--- src/include/lfd_pkg.sv ---
// Register map, field positions and timing constants for the line-driver fault logic
package lfd_pkg;
  localparam int unsigned ADDR_W = 8;
  localparam int unsigned DATA_W = 8;
  localparam logic [7:0] ADDR_COMMAND = 8'h01;
  localparam logic [7:0] ADDR_GENERAL_FAULT = 8'h02;
  localparam logic [7:0] ADDR_LEFT_FAULT = 8'h03;
  localparam logic [7:0] ADDR_RIGHT_FAULT = 8'h04;
  localparam logic [7:0] ADDR_FLAG = 8'h05;
  localparam logic [7:0] ADDR_RIGHT_DETECT_ENABLE = 8'h08;
  localparam logic [7:0] RIGHT_DETECT_ENABLE_RESET = 8'h00;
  localparam logic [7:0] RIGHT_DETECT_ENABLE_WMASK = 8'hEC;
  localparam logic [7:0] FAULT_REG_RESET = 8'h00;
  // Channel fault and enable field positions
  localparam int unsigned BIT_SUPPLY_SHORT = 7;
  localparam int unsigned BIT_GROUND_SHORT = 6;
  localparam int unsigned BIT_OVERCURRENT = 5;
  localparam int unsigned BIT_OFFSET = 3;
  localparam int unsigned BIT_OPEN_LOAD = 2;
  // General fault field positions
  localparam int unsigned BIT_TEMP_WARN = 6;
  localparam int unsigned BIT_THERMAL_SHDN = 5;
  localparam int unsigned BIT_OVERVOLTAGE = 4;
  // Command register retry positions
  localparam int unsigned BIT_LEFT_RESTART = 7;
  localparam int unsigned BIT_RIGHT_RESTART = 6;
  // Flag register positions
  localparam int unsigned BIT_FLAG_SUMMARY = 7;
  localparam int unsigned BIT_LEFT_HIGHZ = 6;
  localparam int unsigned BIT_RIGHT_HIGHZ = 5;
  // Device type field, value arbitrary
  localparam logic [2:0] DEVICE_TYPE_DEFAULT = 3'h5;
  // Timing
  localparam int unsigned CLK_FREQ_KHZ = 200000;
  localparam int unsigned RETRY_PERIOD_MS = 500;
  localparam int unsigned RETRY_CYCLES = RETRY_PERIOD_MS * CLK_FREQ_KHZ;
  localparam int unsigned PULSE_WIDTH_US = 1000;
  localparam int unsigned PULSE_CYCLES = PULSE_WIDTH_US * CLK_FREQ_KHZ / 1000;
  localparam int unsigned TIMER_W = 32;
endpackage

--- src/core/lfd_top.sv ---
// Fault detection, sticky status, channel switch-off and retry for a dual line driver
module lfd_top
  import lfd_pkg::*;
#(
  parameter int unsigned RETRY_PERIOD_CYCLES = lfd_pkg::RETRY_CYCLES,
  parameter int unsigned PULSE_LOW_CYCLES = lfd_pkg::PULSE_CYCLES,
  parameter logic [2:0] DEVICE_TYPE = lfd_pkg::DEVICE_TYPE_DEFAULT
) (
  input wire logic CLK_SYS_I,
  input wire logic RST_I,
  input wire logic [lfd_pkg::ADDR_W-1:0] REG_ADDR_I,
  input wire logic [lfd_pkg::DATA_W-1:0] REG_WDATA_I,
  input wire logic REG_WR_I,
  input wire logic REG_RD_I,
  output logic [lfd_pkg::DATA_W-1:0] REG_RDATA_O,
  input wire logic STANDALONE_I,
  input wire logic DIAGNOSTIC_ENABLE_I,
  input wire logic LEFT_SUPPLY_SHORT_ENABLE_I,
  input wire logic LEFT_GROUND_SHORT_ENABLE_I,
  input wire logic TEMPERATURE_WARNING_ENABLE_I,
  input wire logic THERMAL_SHUTDOWN_ENABLE_I,
  input wire logic LEFT_SUPPLY_SHORT_I,
  input wire logic LEFT_GROUND_SHORT_I,
  input wire logic RIGHT_SUPPLY_SHORT_I,
  input wire logic RIGHT_GROUND_SHORT_I,
  input wire logic TEMP_WARNING_I,
  input wire logic THERMAL_SHUTDOWN_I,
  output logic FAULT_N_O,
  output logic LEFT_HIGHZ_O,
  output logic RIGHT_HIGHZ_O
);
  import lfd_pkg::*;

  generate
    if (RETRY_PERIOD_CYCLES < 2 || PULSE_LOW_CYCLES < 1 ||
        PULSE_LOW_CYCLES >= RETRY_PERIOD_CYCLES) begin : g_chk
      $error("lfd_top: retry period must exceed pulse width");
    end
  endgenerate

  logic [5:0] cond;
  logic ls_c, lg_c, rs_c, rg_c, tw_c, ts_c;
  logic [7:0] rden_r, rden_nxt;
  logic [7:0] left_fault_register_r, left_fault_register_nxt, right_fault_register_r, right_fault_register_nxt, general_fault_register_r, general_fault_register_nxt;
  logic loff_r, loff_nxt, roff_r, roff_nxt;
  logic [TIMER_W-1:0] tmr_r, tmr_nxt;
  logic fault_n_r, fault_n_nxt;
  logic [7:0] rdata_r, rdata_nxt;
  logic wr_cmd, wr_rden, rd_l, rd_r, rd_g, retry_tick, summary;
  logic en_ls, en_lg, en_rs, en_rg, en_tw, en_ts;

  lfd_sync #(.WIDTH(6)) u_sync (
    .clk_i(CLK_SYS_I),
    .rst_i(RST_I),
    .async_i({LEFT_SUPPLY_SHORT_I, LEFT_GROUND_SHORT_I, RIGHT_SUPPLY_SHORT_I,
              RIGHT_GROUND_SHORT_I, TEMP_WARNING_I, THERMAL_SHUTDOWN_I}),
    .level_o(cond)
  );
  assign {ls_c, lg_c, rs_c, rg_c, tw_c, ts_c} = cond;

  function automatic logic hit(input logic [7:0] a, input logic [7:0] b);
    return a == b;
  endfunction

  assign wr_cmd = REG_WR_I && hit(REG_ADDR_I, ADDR_COMMAND);
  assign wr_rden = REG_WR_I && hit(REG_ADDR_I, ADDR_RIGHT_DETECT_ENABLE);
  assign rd_g = REG_RD_I && hit(REG_ADDR_I, ADDR_GENERAL_FAULT);
  assign rd_l = REG_RD_I && hit(REG_ADDR_I, ADDR_LEFT_FAULT);
  assign rd_r = REG_RD_I && hit(REG_ADDR_I, ADDR_RIGHT_FAULT);
  assign retry_tick = STANDALONE_I && (tmr_r == '0);

  always_comb begin
    en_ls = DIAGNOSTIC_ENABLE_I && LEFT_SUPPLY_SHORT_ENABLE_I;
    en_lg = DIAGNOSTIC_ENABLE_I && LEFT_GROUND_SHORT_ENABLE_I;
    en_rs = DIAGNOSTIC_ENABLE_I && rden_r[BIT_SUPPLY_SHORT];
    en_rg = DIAGNOSTIC_ENABLE_I && rden_r[BIT_GROUND_SHORT];
    en_tw = DIAGNOSTIC_ENABLE_I && TEMPERATURE_WARNING_ENABLE_I;
    en_ts = DIAGNOSTIC_ENABLE_I && THERMAL_SHUTDOWN_ENABLE_I;
  end

  // Right detect-enable register, bits 4, 1 and 0 stay zero
  always_comb begin
    rden_nxt = rden_r;
    if (wr_rden) begin
      rden_nxt = REG_WDATA_I & RIGHT_DETECT_ENABLE_WMASK;
    end
  end

  // Sticky bits cleared by read, set wins over clear
  // Present condition sets the bit again
  always_comb begin
    left_fault_register_nxt = rd_l ? FAULT_REG_RESET : left_fault_register_r;
    right_fault_register_nxt = rd_r ? FAULT_REG_RESET : right_fault_register_r;
    general_fault_register_nxt = general_fault_register_r;
    if (en_ls && ls_c) left_fault_register_nxt[BIT_SUPPLY_SHORT] = 1'b1;
    if (en_rs && rs_c) right_fault_register_nxt[BIT_SUPPLY_SHORT] = 1'b1;
    if (en_lg && lg_c) left_fault_register_nxt[BIT_GROUND_SHORT] = 1'b1;
    if (en_rg && rg_c) right_fault_register_nxt[BIT_GROUND_SHORT] = 1'b1;
    // Warning clears on read once below threshold
    if (rd_g && !tw_c) general_fault_register_nxt[BIT_TEMP_WARN] = 1'b0;
    if (en_tw && tw_c) general_fault_register_nxt[BIT_TEMP_WARN] = 1'b1;
    if (rd_g && !ts_c) general_fault_register_nxt[BIT_THERMAL_SHDN] = 1'b0;
    if (en_ts && ts_c) general_fault_register_nxt[BIT_THERMAL_SHDN] = 1'b1;
  end

  // Held off until retry bit written or, in standalone mode, the retry timer reaches zero
  always_comb begin
    loff_nxt = loff_r;
    roff_nxt = roff_r;
    if ((wr_cmd && REG_WDATA_I[BIT_LEFT_RESTART]) || retry_tick) loff_nxt = 1'b0;
    if ((wr_cmd && REG_WDATA_I[BIT_RIGHT_RESTART]) || retry_tick) roff_nxt = 1'b0;
    if (ls_c || lg_c || ts_c) loff_nxt = 1'b1;
    if (rs_c || rg_c || ts_c) roff_nxt = 1'b1;
  end

  always_comb begin
    if (!STANDALONE_I || tmr_r == '0) begin
      tmr_nxt = TIMER_W'(RETRY_PERIOD_CYCLES - 1);
    end else begin
      tmr_nxt = tmr_r - 1'b1;
    end
  end

  // Pin low on any status bit when not standalone; in standalone mode it pulses low while a channel is off
  always_comb begin
    summary = (|left_fault_register_nxt) || (|right_fault_register_nxt) || (|general_fault_register_nxt);
    if (STANDALONE_I) begin
      fault_n_nxt = !((loff_nxt || roff_nxt) &&
                      (tmr_nxt >= TIMER_W'(RETRY_PERIOD_CYCLES - PULSE_LOW_CYCLES)));
    end else begin
      fault_n_nxt = !summary;
    end
  end

  always_comb begin
    rdata_nxt = rdata_r;
    if (REG_RD_I) begin
      unique case (REG_ADDR_I)
        ADDR_GENERAL_FAULT: rdata_nxt = general_fault_register_r;
        ADDR_LEFT_FAULT: rdata_nxt = left_fault_register_r;
        ADDR_RIGHT_FAULT: rdata_nxt = right_fault_register_r;
        ADDR_FLAG: begin
          rdata_nxt = {!fault_n_r, loff_r, roff_r, 2'b00, DEVICE_TYPE};
        end
        ADDR_RIGHT_DETECT_ENABLE: rdata_nxt = rden_r;
        default: rdata_nxt = 8'h00;
      endcase
    end
  end

  always_ff @(posedge CLK_SYS_I) begin
    if (RST_I) begin
      rden_r <= RIGHT_DETECT_ENABLE_RESET;
      left_fault_register_r <= FAULT_REG_RESET;
      right_fault_register_r <= FAULT_REG_RESET;
      general_fault_register_r <= FAULT_REG_RESET;
      loff_r <= 1'b0;
      roff_r <= 1'b0;
      tmr_r <= '0;
      fault_n_r <= 1'b1;
      rdata_r <= 8'h00;
    end else begin
      rden_r <= rden_nxt;
      left_fault_register_r <= left_fault_register_nxt;
      right_fault_register_r <= right_fault_register_nxt;
      general_fault_register_r <= general_fault_register_nxt;
      loff_r <= loff_nxt;
      roff_r <= roff_nxt;
      tmr_r <= tmr_nxt;
      fault_n_r <= fault_n_nxt;
      rdata_r <= rdata_nxt;
    end
  end

  assign REG_RDATA_O = rdata_r;
  assign FAULT_N_O = fault_n_r;
  assign LEFT_HIGHZ_O = loff_r;
  assign RIGHT_HIGHZ_O = roff_r;
endmodule

--- src/core/lfd_sync.sv ---
// Three-stage input synchroniser that accepts a change once stages two and three agree
module lfd_sync #(
  parameter int unsigned WIDTH = 1
) (
  input wire logic clk_i,
  input wire logic rst_i,
  input wire logic [WIDTH-1:0] async_i,
  output logic [WIDTH-1:0] level_o
);
  logic [WIDTH-1:0] s1_r, s2_r, s3_r, lvl_r;
  logic [WIDTH-1:0] lvl_nxt;

  generate
    if (WIDTH < 1) begin : g_chk
      $error("lfd_sync: WIDTH must be at least 1");
    end
  endgenerate

  always_comb begin
    lvl_nxt = lvl_r;
    for (int i = 0; i < WIDTH; i++) begin
      if (s2_r[i] == s3_r[i]) begin
        lvl_nxt[i] = s3_r[i];
      end
    end
  end

  always_ff @(posedge clk_i) begin
    if (rst_i) begin
      s1_r <= '0;
      s2_r <= '0;
      s3_r <= '0;
      lvl_r <= '0;
    end else begin
      s1_r <= async_i;
      s2_r <= s1_r;
      s3_r <= s2_r;
      lvl_r <= lvl_nxt;
    end
  end

  assign level_o = lvl_r;
endmodule

--- config.mk ---
export PLATFORM = sky130hd
export DESIGN_NAME = lfd_top
export DESIGN_NICKNAME = d
export VERILOG_FILES = /design/src/include/lfd_pkg.sv /design/src/core/lfd_top.sv /design/src/core/lfd_sync.sv
export SDC_FILE = /design/constraint.sdc
export NUM_CORES = 1
export LEC_CHECK = 0
export BUFFER_PORTS_ARGS = -buffer_cell sky130_fd_sc_hd__buf_4
export CORE_ASPECT_RATIO = 1.5
export CORE_MARGIN = 1
export CORE_UTILIZATION = 50
export CTS_CLUSTER_SIZE = 28
export DETAILED_ROUTE_END_ITERATION = 8
export PLACE_DENSITY = 0.7
export SLEW_MARGIN = 20
export SYNTH_ARGS = -nofsm -noshare
export SYNTH_HDL_FRONTEND = slang
export SYNTH_HIERARCHICAL = 1
export SYNTH_SLANG_ARGS = --single-unit
--- constraint.sdc ---
create_clock -name CLK_SYS_I -period 3.3 [get_ports CLK_SYS_I]
set_input_delay 0.165 -clock CLK_SYS_I [delete_from_list [all_inputs] [get_ports CLK_SYS_I]]
set_output_delay 0.165 -clock CLK_SYS_I [all_outputs]
set_load 0.1 [all_outputs]
==> Flow_metrics.wiki, run 1 <==
{| class="wikitable"
! Metric !! Value
|-
| Register bit total from synthesis || 90
|-
| Detailed-route wire length per cell || between 10 and 15 um
|-
| Share of total power consumed by net switching || 26.2%
|-
| Worst min-delay path class || in -> reg
|-
| Placement Rows || 39
|-
| Number of instances in the synthesized netlist || around 460
|-
| Number of buffers added for setup after CTS || 0
|-
| Highest routed metal layer || met4
|-
| Clk sink count || 90
|-
| Detailed-route via count || around 3400
|-
| Met2 wire length || 4.43 mm
|-
| Net switching power || around 0.6 mW
|-
| Die H || approximately 110 um
|-
| Clock-pin slew of the registers on the worst-case setup and hold paths || 70 ps
|-
| Hold-fix buffers, CTS || 0
|-
| Number of flops mapped to enable cells by yosys || 0
|-
| Fraction of final layout cells with drive strength greater than 1 || approximately 16%
|-
| Area added between synthesis and finish || 15.5%
|-
| Setup repair after global routing missed its margin || false
|-
| Critical path data arrival time || roughly 3000 ps
|-
| Total track usage || between 20% and 30%
|-
| Sequential share of power || between 40% and 50%
|-
| Area leader, netlist || sky130_fd_sc_hd__dfxtp_1
|-
| Register area share after synthesis || between 40 and 50%
|-
| Amount of wire on met3 after detailed routing || ~350 um
|-
| Gr ovfl total || 0
|-
| Worst Path Max Fanout || 23
|-
| Final wirelength || between 8 and 9 mm
|-
| Netlist area before placement || approximately 4000 um^2
|-
| CTS tree || yes
|-
| Critical path capture point type || register
|-
| Post-Route Utilization || 60.5%
|-
| Final Hold Violating Endpoints || 0
|-
| Number of pins exceeding their max-slew limit in the final report || 0
|-
| Setup TNS || 0 ps
|-
| Count of fill cells added during filler insertion || 675
|-
| Post-DRT Antenna Nets || 0
|-
| Number of top-level pins || 43
|-
| IR Drop Worst-Case VDD || about 260 uV
|-
| Via-to-Cell Ratio || 5.76
|-
| Mapped Avg Cell Area || 8.82 um^2
|-
| Async S/R FF share, synth || 0%
|-
| Max Clk Rate || ~360 MHz
|-
| Weighted congestion at the end of routability-driven global placement || 0.838
|-
| Result of the run || finished, final reports clean
|-
| Slew headroom || a little under two fifths
|-
| Critical path class || reg -> reg
|-
| Synth area leaders || sky130_fd_sc_hd__dfxtp_1 (45%), sky130_fd_sc_hd__a21oi_1 (5.2%), sky130_fd_sc_hd__nor2_1 (5.0%), sky130_fd_sc_hd__xnor2_1 (4.1%), sky130_fd_sc_hd__nand2_1 (2.8%)
|-
| Antenna diodes || 0
|-
| Wire length of the first global-routing pass || approximately 14 mm
|-
| Count of buffers inserted at the top-level ports || 39
|-
| Half-perimeter wire length of the detailed placement result || slightly above 6 mm
|-
| Number of remaining DRC errors || 0
|-
| Cells resized by post-CTS repair || 0
|-
| Clock tree root driver cell || sky130_fd_sc_hd__clkbuf_16
|-
| Full die area || ~8500 um^2
|-
| Largest net degree at the start of global routing || 70
|-
| Clock share of power || 41.3%
|-
| Post-synth net total || 492
|-
| CTS Buf Count || 9
|-
| Most common library cells after synthesis || sky130_fd_sc_hd__dfxtp_1 (90), sky130_fd_sc_hd__nor2_1 (54), sky130_fd_sc_hd__a21oi_1 (42), sky130_fd_sc_hd__nand2_1 (30), sky130_fd_sc_hd__clkbuf_1 (20)
|-
| Clock latency on the worst-skew pair || 340 ps
|-
| Number of antenna violations at the first check in global routing || 0
|-
| Final Skew || between 6 and 7 ps
|-
| Initial core utilization || around 52%
|-
| Initial DRC count || between 150 and 200
|-
| Number of synthesis warnings || 6
|-
| Post-layout min period || between 2000 and 3000 ps
|-
| Number of global-route vias before repair || 3188
|-
| Setup-violating endpoint count in the final report || 0
|-
| Fraction of synthesized cell area taken by the top area cell type || 44.6%
|-
| First drt pass iteration count || 6
|-
| Net total in the final layout || 522
|-
| Critical path required time || 3530 ps
|-
| Clock H-tree levels || 3
|-
| Most repeated cell in the gate-level netlist after synthesis || sky130_fd_sc_hd__dfxtp_1
|-
| Die Wd || ~75 um
|-
| Distinct cell type count after synthesis || 58
|-
| # Max-Cap Violations || 0
|-
| Design internal power || 1.74 mW
|-
| Met1 Routed Length || 3.59 mm
|-
| Primary flip-flop cell chosen by synthesis mapping || sky130_fd_sc_hd__dfxtp_1
|-
| Leakage power total || 1.70 nW
|-
| Final period utilization || ~83%
|-
| Transition time at the pin with the least slew margin || 943 ps
|-
| Power density normalized to cell area || around 500 nW/um^2
|-
| Maximum clock path buffer count || 2
|-
| Area of the placeable core || 7710 um^2
|-
| Power, Total || 2.35 mW
|-
| Nature of the critical path startpoint || register
|-
| Share of total power in combinational logic || roughly a tenth
|}
-- critical path, stage by stage, from the launching register on --
cell and delay, ps:
sky130_fd_sc_hd__dfxtp_1 340, sky130_fd_sc_hd__or4_4 560, sky130_fd_sc_hd__or4_4 460, sky130_fd_sc_hd__nor4_4 310
sky130_fd_sc_hd__nor2b_2 240, sky130_fd_sc_hd__and2_4 210, sky130_fd_sc_hd__o311a_1 310, sky130_fd_sc_hd__a21oi_1 140
sky130_fd_sc_hd__a31oi_1 50
-- state kept, by name, indices dropped and copies added, names as in the netlist --
register                  count
tmr_r                        32
u_sync/s3_r                   6
LEFT_HIGHZ_O                  1
REG_RDATA_O                   8
left_fault_register_r         8
rden_r                        5
general_fault_register_r      2
u_sync/s2_r                   6
right_fault_register_r        8
u_sync/s1_r                   6
RIGHT_HIGHZ_O                 1
u_sync/level_o                6
FAULT_N_O                     1
-- worst paths after layout --
kind / start / endpoint / slack (ps) / depth (start not counted)
hold reg to reg: u_sync/s1_r[4] / u_sync/s2_r[4] / 430 / 1
hold / removal: LEFT_SUPPLY_SHORT_I / u_sync/s1_r[5] / 30 / 2
setup reg to reg: tmr_r[25] / FAULT_N_O / 550 / 8
setup / recovery: tmr_r[25] / FAULT_N_O / 550 / 8
-- area by class of cell --
type                       count  area (um^2)  area share, %
timing repair buffer          43          323           6.92
inverter                       4         15.0          0.322
clock inverter                 7         60.1           1.29
multi-input combinational    340         2110           45.3
sequential                    90         1800           38.6
tap                          102          128           2.74
clock buffer                   9          225           4.83
-- power by group through the flow --
| stage | clock network, mW | registers, mW | logic [mW] |
|---|---|---|---|
| after floorplan | 0 | 1.19 | 0.149 |
| after global placement | 0 | 1.17 | 0.224 |
| after detailed placement | 0 | 1.18 | 0.227 |
| after CTS | 0.996 | 1.15 | 0.228 |
| after global routing | 1.04 | 1.16 | 0.251 |
| final | 0.972 | 1.15 | 0.228 |
-- kinds of logic after synthesis --
group	count (synthesis)	share of synthesized area, %
compound gates	100	15.8
buf+inv	28	3.10
flops	90	44.6
simple gates	205	28.7
xor+xnor	30	6.50
fa+ha+maj	2	0.619
mux	3	0.743
-- layout by cell type, fill, tap and decap left out, drive strengths merged, types with 4 or more instances in the layout --
cell,instances
and3,5
nand3,14
a32oi,4
xnor2,19
dfxtp,90
nor4b,4
nand2b,7
o21ai,13
or4,8
and2,13
a22oi,6
inv,8
clkbuf,9
nor2b,19
nor4,10
xor2,11
nor3,12
o31ai,6
nand4b,4
nand2,30
buf,43
and2b,4
or3,5
a21oi,42
nand4,6
nor2,54
nor3b,4
-- per-layer routing --
| layer | vias to the layer above | GRT usage (%) |
|---|---|---|
| met3 | 20 | 4.31 |
| met1 | 1626 | 24.9 |
| met2 | 79 | 37.6 |
| met4 | 0 | 12.0 |
| li1 | 1704 | - |
| met5 | - | 0 |
-- stage by stage --
step / setup slack, ps / instance area [um^2] / hold WS, ps / instances
floorplan: 860 / 4040 / 290 / 458
global placement: 587 / 4380 / 371 / 579
detailed placement: 525 / 4380 / 376 / 579
CTS: 526 / 4670 / 15.6 / 595
global route: 387 / 4670 / 23.6 / 595
finish: 548 / 4670 / 29.3 / 595
No activity file was read; power rests on OpenSTA's default activity.
==> run 2, diff against run 1 <==
==> constraint.sdc (replaced) <==
create_clock -name CLK_SYS_I -period 2.6 [get_ports CLK_SYS_I]
set_input_delay 0.13 -clock CLK_SYS_I [delete_from_list [all_inputs] [get_ports CLK_SYS_I]]
set_output_delay 0.13 -clock CLK_SYS_I [all_outputs]
set_load 0.1 [all_outputs]
==> run 2 against run 1 <==
Clock skew fell by 2.2 ps. Wire length up 1.6%. Largest cell class unchanged. Sequential power rose by 27%. Total power is 29% higher. Count of clock-buffer cells in the layout is the same. Critical path depth unchanged.
==> Flow_metrics.wiki, run 2 (synthesis results as in run 1) <==
{| class="wikitable"
! Metric !! Value
|-
| Power density normalized to cell area || 627 nW/um^2 (+24%)
|-
| Number of remaining DRC errors || 0 (unchanged)
|-
| Net total in the final layout || 540 (+3.4%)
|-
| Die H || 112 um (unchanged)
|-
| Final wirelength || 8.77 mm (+1.6%)
|-
| Fraction of final layout cells with drive strength greater than 1 || 18.0% (+1.8 points)
|-
| Most frequent standard cell in the layout excluding fill and tap cells || sky130_fd_sc_hd__dfxtp_1
|-
| Clock H-tree levels || 3 (unchanged)
|-
| Full die area || 8450 um^2 (unchanged)
|-
| IR Drop Worst-Case VDD || 355 uV (+38%)
|-
| Final Skew || 4.10 ps (-2.20 ps)
|-
| Endpoint of the worst hold-timing path || rden_r[5]
|-
| CTS tree || yes
|-
| Final Hold Violating Endpoints || 0 (unchanged)
|-
| Start point of the worst min-delay path || REG_WDATA_I[5]
|-
| Number of pins exceeding their max-slew limit in the final report || 0 (unchanged)
|-
| Leakage power total || 1.80 nW (+5.8%)
|-
| Weighted congestion at the end of routability-driven global placement || 0.859 (+2.5%)
|-
| Slew headroom || 51.7% (+15 points)
|-
| Critical path class || reg -> reg
|-
| Worst Path Max Fanout || 4 (-83%)
|-
| Chain of cells forming the critical path || or4_4, or4_4, nor4_4, nor2b_2, and2_4, o311a_1, a21oi_1, a31oi_1
|-
| Clock tree root driver cell || sky130_fd_sc_hd__clkbuf_16
|-
| Nature of the critical path startpoint || register
|-
| Finished Layout Cells || 613 (+3.0%)
|-
| Number of cells on the worst hold path || 3 (+1)
|-
| Initial DRC count || 172 (+13%)
|-
| First drt pass iteration count || 6 (unchanged)
|-
| Crit path top cell by count || sky130_fd_sc_hd__or4_4
|-
| Count of buffers inserted at the top-level ports || 39 (unchanged)
|-
| Crit path buffers/inverters || 0 (unchanged)
|-
| Worst reg-to-reg setup slack || 210 ps (-340 ps)
|-
| Maximum clock path buffer count || 2 (unchanged)
|-
| Detailed-route wire length per cell || 14.3 um (-1.3%)
|-
| Highest cell delay on the worst timing path || 560 ps (about the same)
|-
| # Max-Cap Violations || 0 (unchanged)
|-
| Critical path required time || 2830 ps (-700 ps)
|-
| Clock-pin slew of the registers on the worst-case setup and hold paths || 70 ps (about the same)
|-
| Number of top-level pins || 43 (unchanged)
|-
| Total track usage || 22.4% (+0.42 points)
|-
| Top library cells by usage in the layout, fill and taps aside || sky130_fd_sc_hd__dfxtp_1 (90), sky130_fd_sc_hd__nor2_1 (54), sky130_fd_sc_hd__buf_4 (54), sky130_fd_sc_hd__a21oi_1 (42), sky130_fd_sc_hd__nand2_1 (30)
|-
| Number of global-route vias before repair || 3240 (+1.6%)
|-
| Top reg by flops || tmr_r
|-
| Result of the run || finished, final reports clean
|-
| Number of buffers added for setup after CTS || 0 (unchanged)
|-
| Post-Route Utilization || 62.7% (+2.2 points)
|-
| Gr ovfl total || 0 (unchanged)
|-
| Setup TNS || 0 ps (unchanged)
|-
| Setup repair after global routing missed its margin || false
|-
| Clk sink count || 90 (unchanged)
|-
| Post-placement worst setup slack || 94.4 ps (-430 ps)
|-
| Die Wd || 75.4 um (unchanged)
|-
| Worst min-delay path class || in -> reg
|-
| Critical path data arrival time || 2620 ps (-360 ps)
|-
| Max Clk Rate || 418 MHz (+15%)
|-
| Critical path capture point type || register
|-
| Area of the placeable core || 7710 um^2 (unchanged)
|-
| Setup-violating endpoint count in the final report || 0 (unchanged)
|-
| Number of antenna violations at the first check in global routing || 0 (unchanged)
|-
| Cell area reported after detailed placement || 4480 um^2 (+2.3%)
|-
| Detailed-route via count || 3409 (-0.58%)
|-
| Post-layout min period || 2390 ps (-362 ps)
|-
| Post-DRT Antenna Nets || 0 (unchanged)
|-
| Antenna diodes || 0 (unchanged)
|-
| Initial core utilization || 52.4% (unchanged)
|-
| Crit path max-delay family || simple AND/OR/NAND/NOR gates
|-
| Post-route cell area || 4830 um^2 (+3.6%)
|-
| Largest net degree at the start of global routing || 70 (unchanged)
|-
| Area added between synthesis and finish || 19.6%
|-
| Cell total after placement || 591 (+2.1%)
|-
| Half-perimeter wire length of the detailed placement result || 6.18 mm (+1.6%)
|-
| Transition time at the pin with the least slew margin || 724 ps (-219 ps)
|-
| CTS Buf Count || 9 (unchanged)
|-
| RR Endpoint || FAULT_N_O
|-
| Worst Reg2Reg Path Length in Cells || 8 (unchanged)
|-
| Final period utilization || 91.9% (+8.5 points)
|-
| Placement Rows || 39 (unchanged)
|-
| Post-layout worst setup margin || 210 ps (-338 ps)
|-
| Clock latency on the worst-skew pair || 340 ps (about the same)
|-
| Reg-to-Reg Start || tmr_r[25]
|-
| Via-to-Cell Ratio || 5.56 (-3.5%)
|-
| Master of the slowest instance on the critical path || sky130_fd_sc_hd__or4_4
|-
| Wire length of the first global-routing pass || 14.4 mm (+0.43%)
|-
| Largest register FFs || 32 (unchanged)
|}
## run 2: routing by layer
layer | vias up | part of all wire, % | GRT usage [%]
met5 | - | 0 | 0
met2 | 64 | 52 | 38.8
met3 | 18 | 3.5 | 5.66
met4 | 0 | 2.9 | 11.4
li1 | 1736 | - | -
met1 | 1591 | 42 | 24.5
## run 2: worst reg2reg max path: cells and delay by family, from the launching register on
family,cells,cell delay (ps)
AO/OA/AOI/OAI,3,500
flip-flops,1,340
AND/OR/NAND/NOR,5,1440
## run 2: stage by stage
stage          power, mW  hold WS, ps
5_1_grt             3.16         37.3
6_report            3.03         41.7
3_5_place_dp        1.80          345
4_1_cts             3.07         32.6
2_1_floorplan       1.70          255
3_3_place_gp        1.79          336
## run 2: how the worst max path moves through the flow
stage	start	endpoint	slack, ps	cells past startpoint
finish	tmr_r[25]	FAULT_N_O	210	8
global route	tmr_r[0]	FAULT_N_O	20	10
CTS	tmr_r[25]	FAULT_N_O	80	8
detailed placement	tmr_r[25]	FAULT_N_O	90	8
global placement	tmr_r[25]	FAULT_N_O	110	8
floorplan	tmr_r[25]	FAULT_N_O	160	8
## run 2: repair_timing
| item | 4_1_cts | 5_1_grt |
|---|---|---|
| hold buffers | 6 | 0 |
| hold endpoints to repair | 6 | 0 |
| resized for setup | 0 | 0 |
| setup endpoints to repair | 0 | 1 |
## run 2: power by group
group	internal, mW	leakage, nW	switching, mW
Combinational	0.140	0.920	0.177
Sequential	1.42	0.735	0.0394
Clock	0.673	0.141	0.580
## run 2: final cells by class
class	count	area, um^2
clock inverters	7	65.1
flip-flops and latches	90	1800
inverters	4	15.0
clock buffers	9	225
well taps	102	128
fillers	683	2880
multi-input cells	340	2110
repair buffers	61	485
==> run 3, diff against run 2 <==
--- a/config.mk
+++ b/config.mk
@@ -12,6 +12,7 @@
 export CTS_CLUSTER_SIZE = 28
 export DETAILED_ROUTE_END_ITERATION = 8
 export PLACE_DENSITY = 0.7
+export RECOVER_POWER = 25
 export SLEW_MARGIN = 20
 export SYNTH_ARGS = -nofsm -noshare
 export SYNTH_HDL_FRONTEND = slang
==> run 3 against run 2 <==
Combinational power about the same. Final area decreased by 0.13%. Critical endpoint unchanged. Largest cell class unchanged. Register-to-register slack about the same. First-iteration DRC count unchanged. Largest power group unchanged.
==> Flow_metrics.wiki, run 3 (synthesis results as in run 1) <==
{| class="wikitable"
! Metric !! Value
|-
| Clock H-tree levels || 3 (unchanged)
|-
| Maximum clock path buffer count || 2 (unchanged)
|-
| Power, Total || 3.03 mW (about the same)
|-
| Share of total power consumed by net switching || 26.3% (about the same)
|-
| Timing startpoint of the critical path || tmr_r[25]
|-
| Final wirelength || 8.78 mm (+0.11%)
|-
| Critical path required time || 2830 ps (about the same)
|-
| Detailed-route via count || 3423 (+0.41%)
|-
| Post-DRT Antenna Nets || 0 (unchanged)
|-
| Initial DRC count || 172 (unchanged)
|-
| CTS Buf Count || 9 (unchanged)
|-
| Post-layout min period || 2390 ps (-0.879 ps)
|-
| Die Wd || 75.4 um (unchanged)
|-
| Top reg by flops || tmr_r
|-
| Post-route cell area || 4830 um^2 (-0.13%)
|-
| Antenna diodes || 0 (unchanged)
|-
| Net total in the final layout || 540 (unchanged)
|-
| Worst Path Max Fanout || 4 (unchanged)
|-
| Weighted congestion at the end of routability-driven global placement || 0.859 (unchanged)
|-
| Power density normalized to cell area || 628 nW/um^2 (+0.17%)
|-
| Highest routed metal layer || met4
|-
| Count of fill cells added during filler insertion || 686 (+0.44%)
|-
| Number of cells on the worst hold path || 3 (unchanged)
|-
| CTS tree || yes
|-
| Largest net degree at the start of global routing || 70 (unchanged)
|-
| Final Hold Violating Endpoints || 0 (unchanged)
|-
| Setup repair after global routing missed its margin || false
|-
| Placement Rows || 39 (unchanged)
|-
| Result of the run || finished, final reports clean
|-
| Design internal power || 2.23 mW (about the same)
|-
| Number of remaining DRC errors || 0 (unchanged)
|-
| Clock tree root driver cell || sky130_fd_sc_hd__clkbuf_16
|-
| Setup-violating endpoint count in the final report || 0 (unchanged)
|-
| Cell area reported after detailed placement || 4480 um^2 (unchanged)
|-
| Top library cells by usage in the layout, fill and taps aside || sky130_fd_sc_hd__dfxtp_1 (90), sky130_fd_sc_hd__nor2_1 (54), sky130_fd_sc_hd__buf_4 (52), sky130_fd_sc_hd__a21oi_1 (42), sky130_fd_sc_hd__nand2_1 (30)
|-
| IR Drop Worst-Case VDD || 355 uV (about the same)
|-
| Gr ovfl total || 0 (unchanged)
|-
| Detailed-route wire length per cell || 14.3 um (+0.11%)
|-
| Nature of the critical path startpoint || register
|-
| Amount of wire on met3 after detailed routing || 323 um (+5.9%)
|-
| Met1 Routed Length || 3.67 mm (+0.22%)
|-
| Number of global-route vias before repair || 3240 (unchanged)
|-
| Worst Reg2Reg Path Length in Cells || 8 (unchanged)
|-
| Clk sink count || 90 (unchanged)
|-
| Number of pins exceeding their max-slew limit in the final report || 0 (unchanged)
|-
| Transition time at the pin with the least slew margin || 1420 ps (+700 ps)
|-
| Count of buffers inserted at the top-level ports || 39 (unchanged)
|-
| Area added between synthesis and finish || 19.5%
|-
| Destination of the critical timing path || FAULT_N_O
|-
| Sequential share of power || 48.1% (about the same)
|-
| Final Skew || 4.55 ps (+0.443 ps)
|-
| Full die area || 8450 um^2 (unchanged)
|-
| Max Clk Rate || 419 MHz (about the same)
|-
| RR Endpoint || FAULT_N_O
|-
| Wire length of the first global-routing pass || 14.4 mm (unchanged)
|-
| Critical path class || reg -> reg
|-
| Clock share of power || 41.4% (about the same)
|-
| Final period utilization || 91.9% (about the same)
|-
| Fraction of final layout cells with drive strength greater than 1 || 17.8% (-0.20 points)
|-
| Total track usage || 22.4% (unchanged)
|-
| Area of the placeable core || 7710 um^2 (unchanged)
|-
| Worst slack on hold paths || 41.1 ps (-0.579 ps)
|-
| Cells resized by post-CTS repair || 0 (unchanged)
|-
| Critical path capture point type || register
|-
| Worst min-delay path class || in -> reg
|-
| Share of total power in combinational logic || 10.5% (about the same)
|-
| Setup TNS || 0 ps (unchanged)
|-
| Critical path data arrival time || 2620 ps (about the same)
|-
| Slew headroom || 5.07% (-47 points)
|-
| Net switching power || 0.798 mW (about the same)
|-
| Number of top-level pins || 43 (unchanged)
|-
| Most frequent standard cell in the layout excluding fill and tap cells || sky130_fd_sc_hd__dfxtp_1
|-
| First drt pass iteration count || 5 (-1)
|-
| Worst reg-to-reg setup slack || 210 ps (about the same)
|-
| Reg-to-Reg Start || tmr_r[25]
|-
| Post-Route Utilization || 62.6% (-0.081 points)
|-
| Number of antenna violations at the first check in global routing || 0 (unchanged)
|-
| Clock-pin slew of the registers on the worst-case setup and hold paths || 70 ps (about the same)
|-
| Via-to-Cell Ratio || 5.58 (+0.41%)
|-
| Clock latency on the worst-skew pair || 340 ps (about the same)
|-
| Number of buffers added for setup after CTS || 0 (unchanged)
|-
| Leakage power total || 1.79 nW (-0.27%)
|-
| Die H || 112 um (unchanged)
|-
| Initial core utilization || 52.4% (unchanged)
|-
| Met2 wire length || 4.54 mm (-0.24%)
|-
| # Max-Cap Violations || 0 (unchanged)
|-
| Largest register FFs || 32 (unchanged)
|-
| Half-perimeter wire length of the detailed placement result || 6.18 mm (unchanged)
|}
-- run 3: cell types whose count changed in the layout (fill, tap and decap cells not counted) --
cell                       change
sky130_fd_sc_hd__clkbuf_1      +1
sky130_fd_sc_hd__clkbuf_2      +1
sky130_fd_sc_hd__buf_4         -2
-- run 3: power groups by stage --
stage	combinational, mW	sequential (mW)	clock [mW]
after detailed placement	0.311	1.49	0
final	0.318	1.46	1.25
after global routing	0.347	1.47	1.35
after global placement	0.305	1.49	0
after CTS	0.319	1.46	1.29
after floorplan	0.189	1.51	0
-- run 3: worst min-delay path by stage --
stage | from | slack (ps) | end
2_1_floorplan | LEFT_SUPPLY_SHORT_I | 260 | u_sync/s1_r[5]
3_3_place_gp | LEFT_SUPPLY_SHORT_I | 340 | u_sync/s1_r[5]
3_5_place_dp | LEFT_GROUND_SHORT_I | 340 | u_sync/s1_r[4]
4_1_cts | REG_WDATA_I[5] | 30 | rden_r[5]
5_1_grt | REG_WDATA_I[2] | 40 | rden_r[2]
6_report | REG_WDATA_I[5] | 40 | rden_r[5]
-- run 3: layer usage --
| layer | vias to the layer above | global-route usage, % |
|---|---|---|
| met5 | - | 0 |
| met4 | 0 | 11.4 |
| met3 | 17 | 5.66 |
| met2 | 62 | 38.8 |
| met1 | 1606 | 24.5 |
| li1 | 1738 | - |
-- run 3: repair_timing --
action / in CTS / in global routing
hold buffers: 6 / 0
endpoints found under the setup margin: 0 / 1
hold endpoints to repair: 6 / 0
-- run 3: layout make-up --
type / count / area [um^2] / share of cell area (%)
clock buffers: 9 / 225 / 4.67
clock inverters: 7 / 65.1 / 1.35
inverters: 4 / 15.0 / 0.311
multi-input cells: 340 / 2110 / 43.8
flip-flops and latches: 90 / 1800 / 37.3
well taps: 102 / 128 / 2.64
repair buffers: 61 / 479 / 9.93
-- run 3: per-stage QoR --
stage	setup WS, ps	instances
after floorplan	160	458
after global placement	114	591
after detailed placement	94.4	591
after CTS	78.7	613
after global routing	17.8	613
final	211	613
-- run 3: critical path: stages (launching register included) --
cell                      delay, ps
sky130_fd_sc_hd__dfxtp_1        340
sky130_fd_sc_hd__or4_4          560
sky130_fd_sc_hd__or4_4          470
sky130_fd_sc_hd__nor4_4         190
sky130_fd_sc_hd__nor2b_2         80
sky130_fd_sc_hd__and2_4         140
sky130_fd_sc_hd__o311a_1        310
sky130_fd_sc_hd__a21oi_1        140
sky130_fd_sc_hd__a31oi_1         50
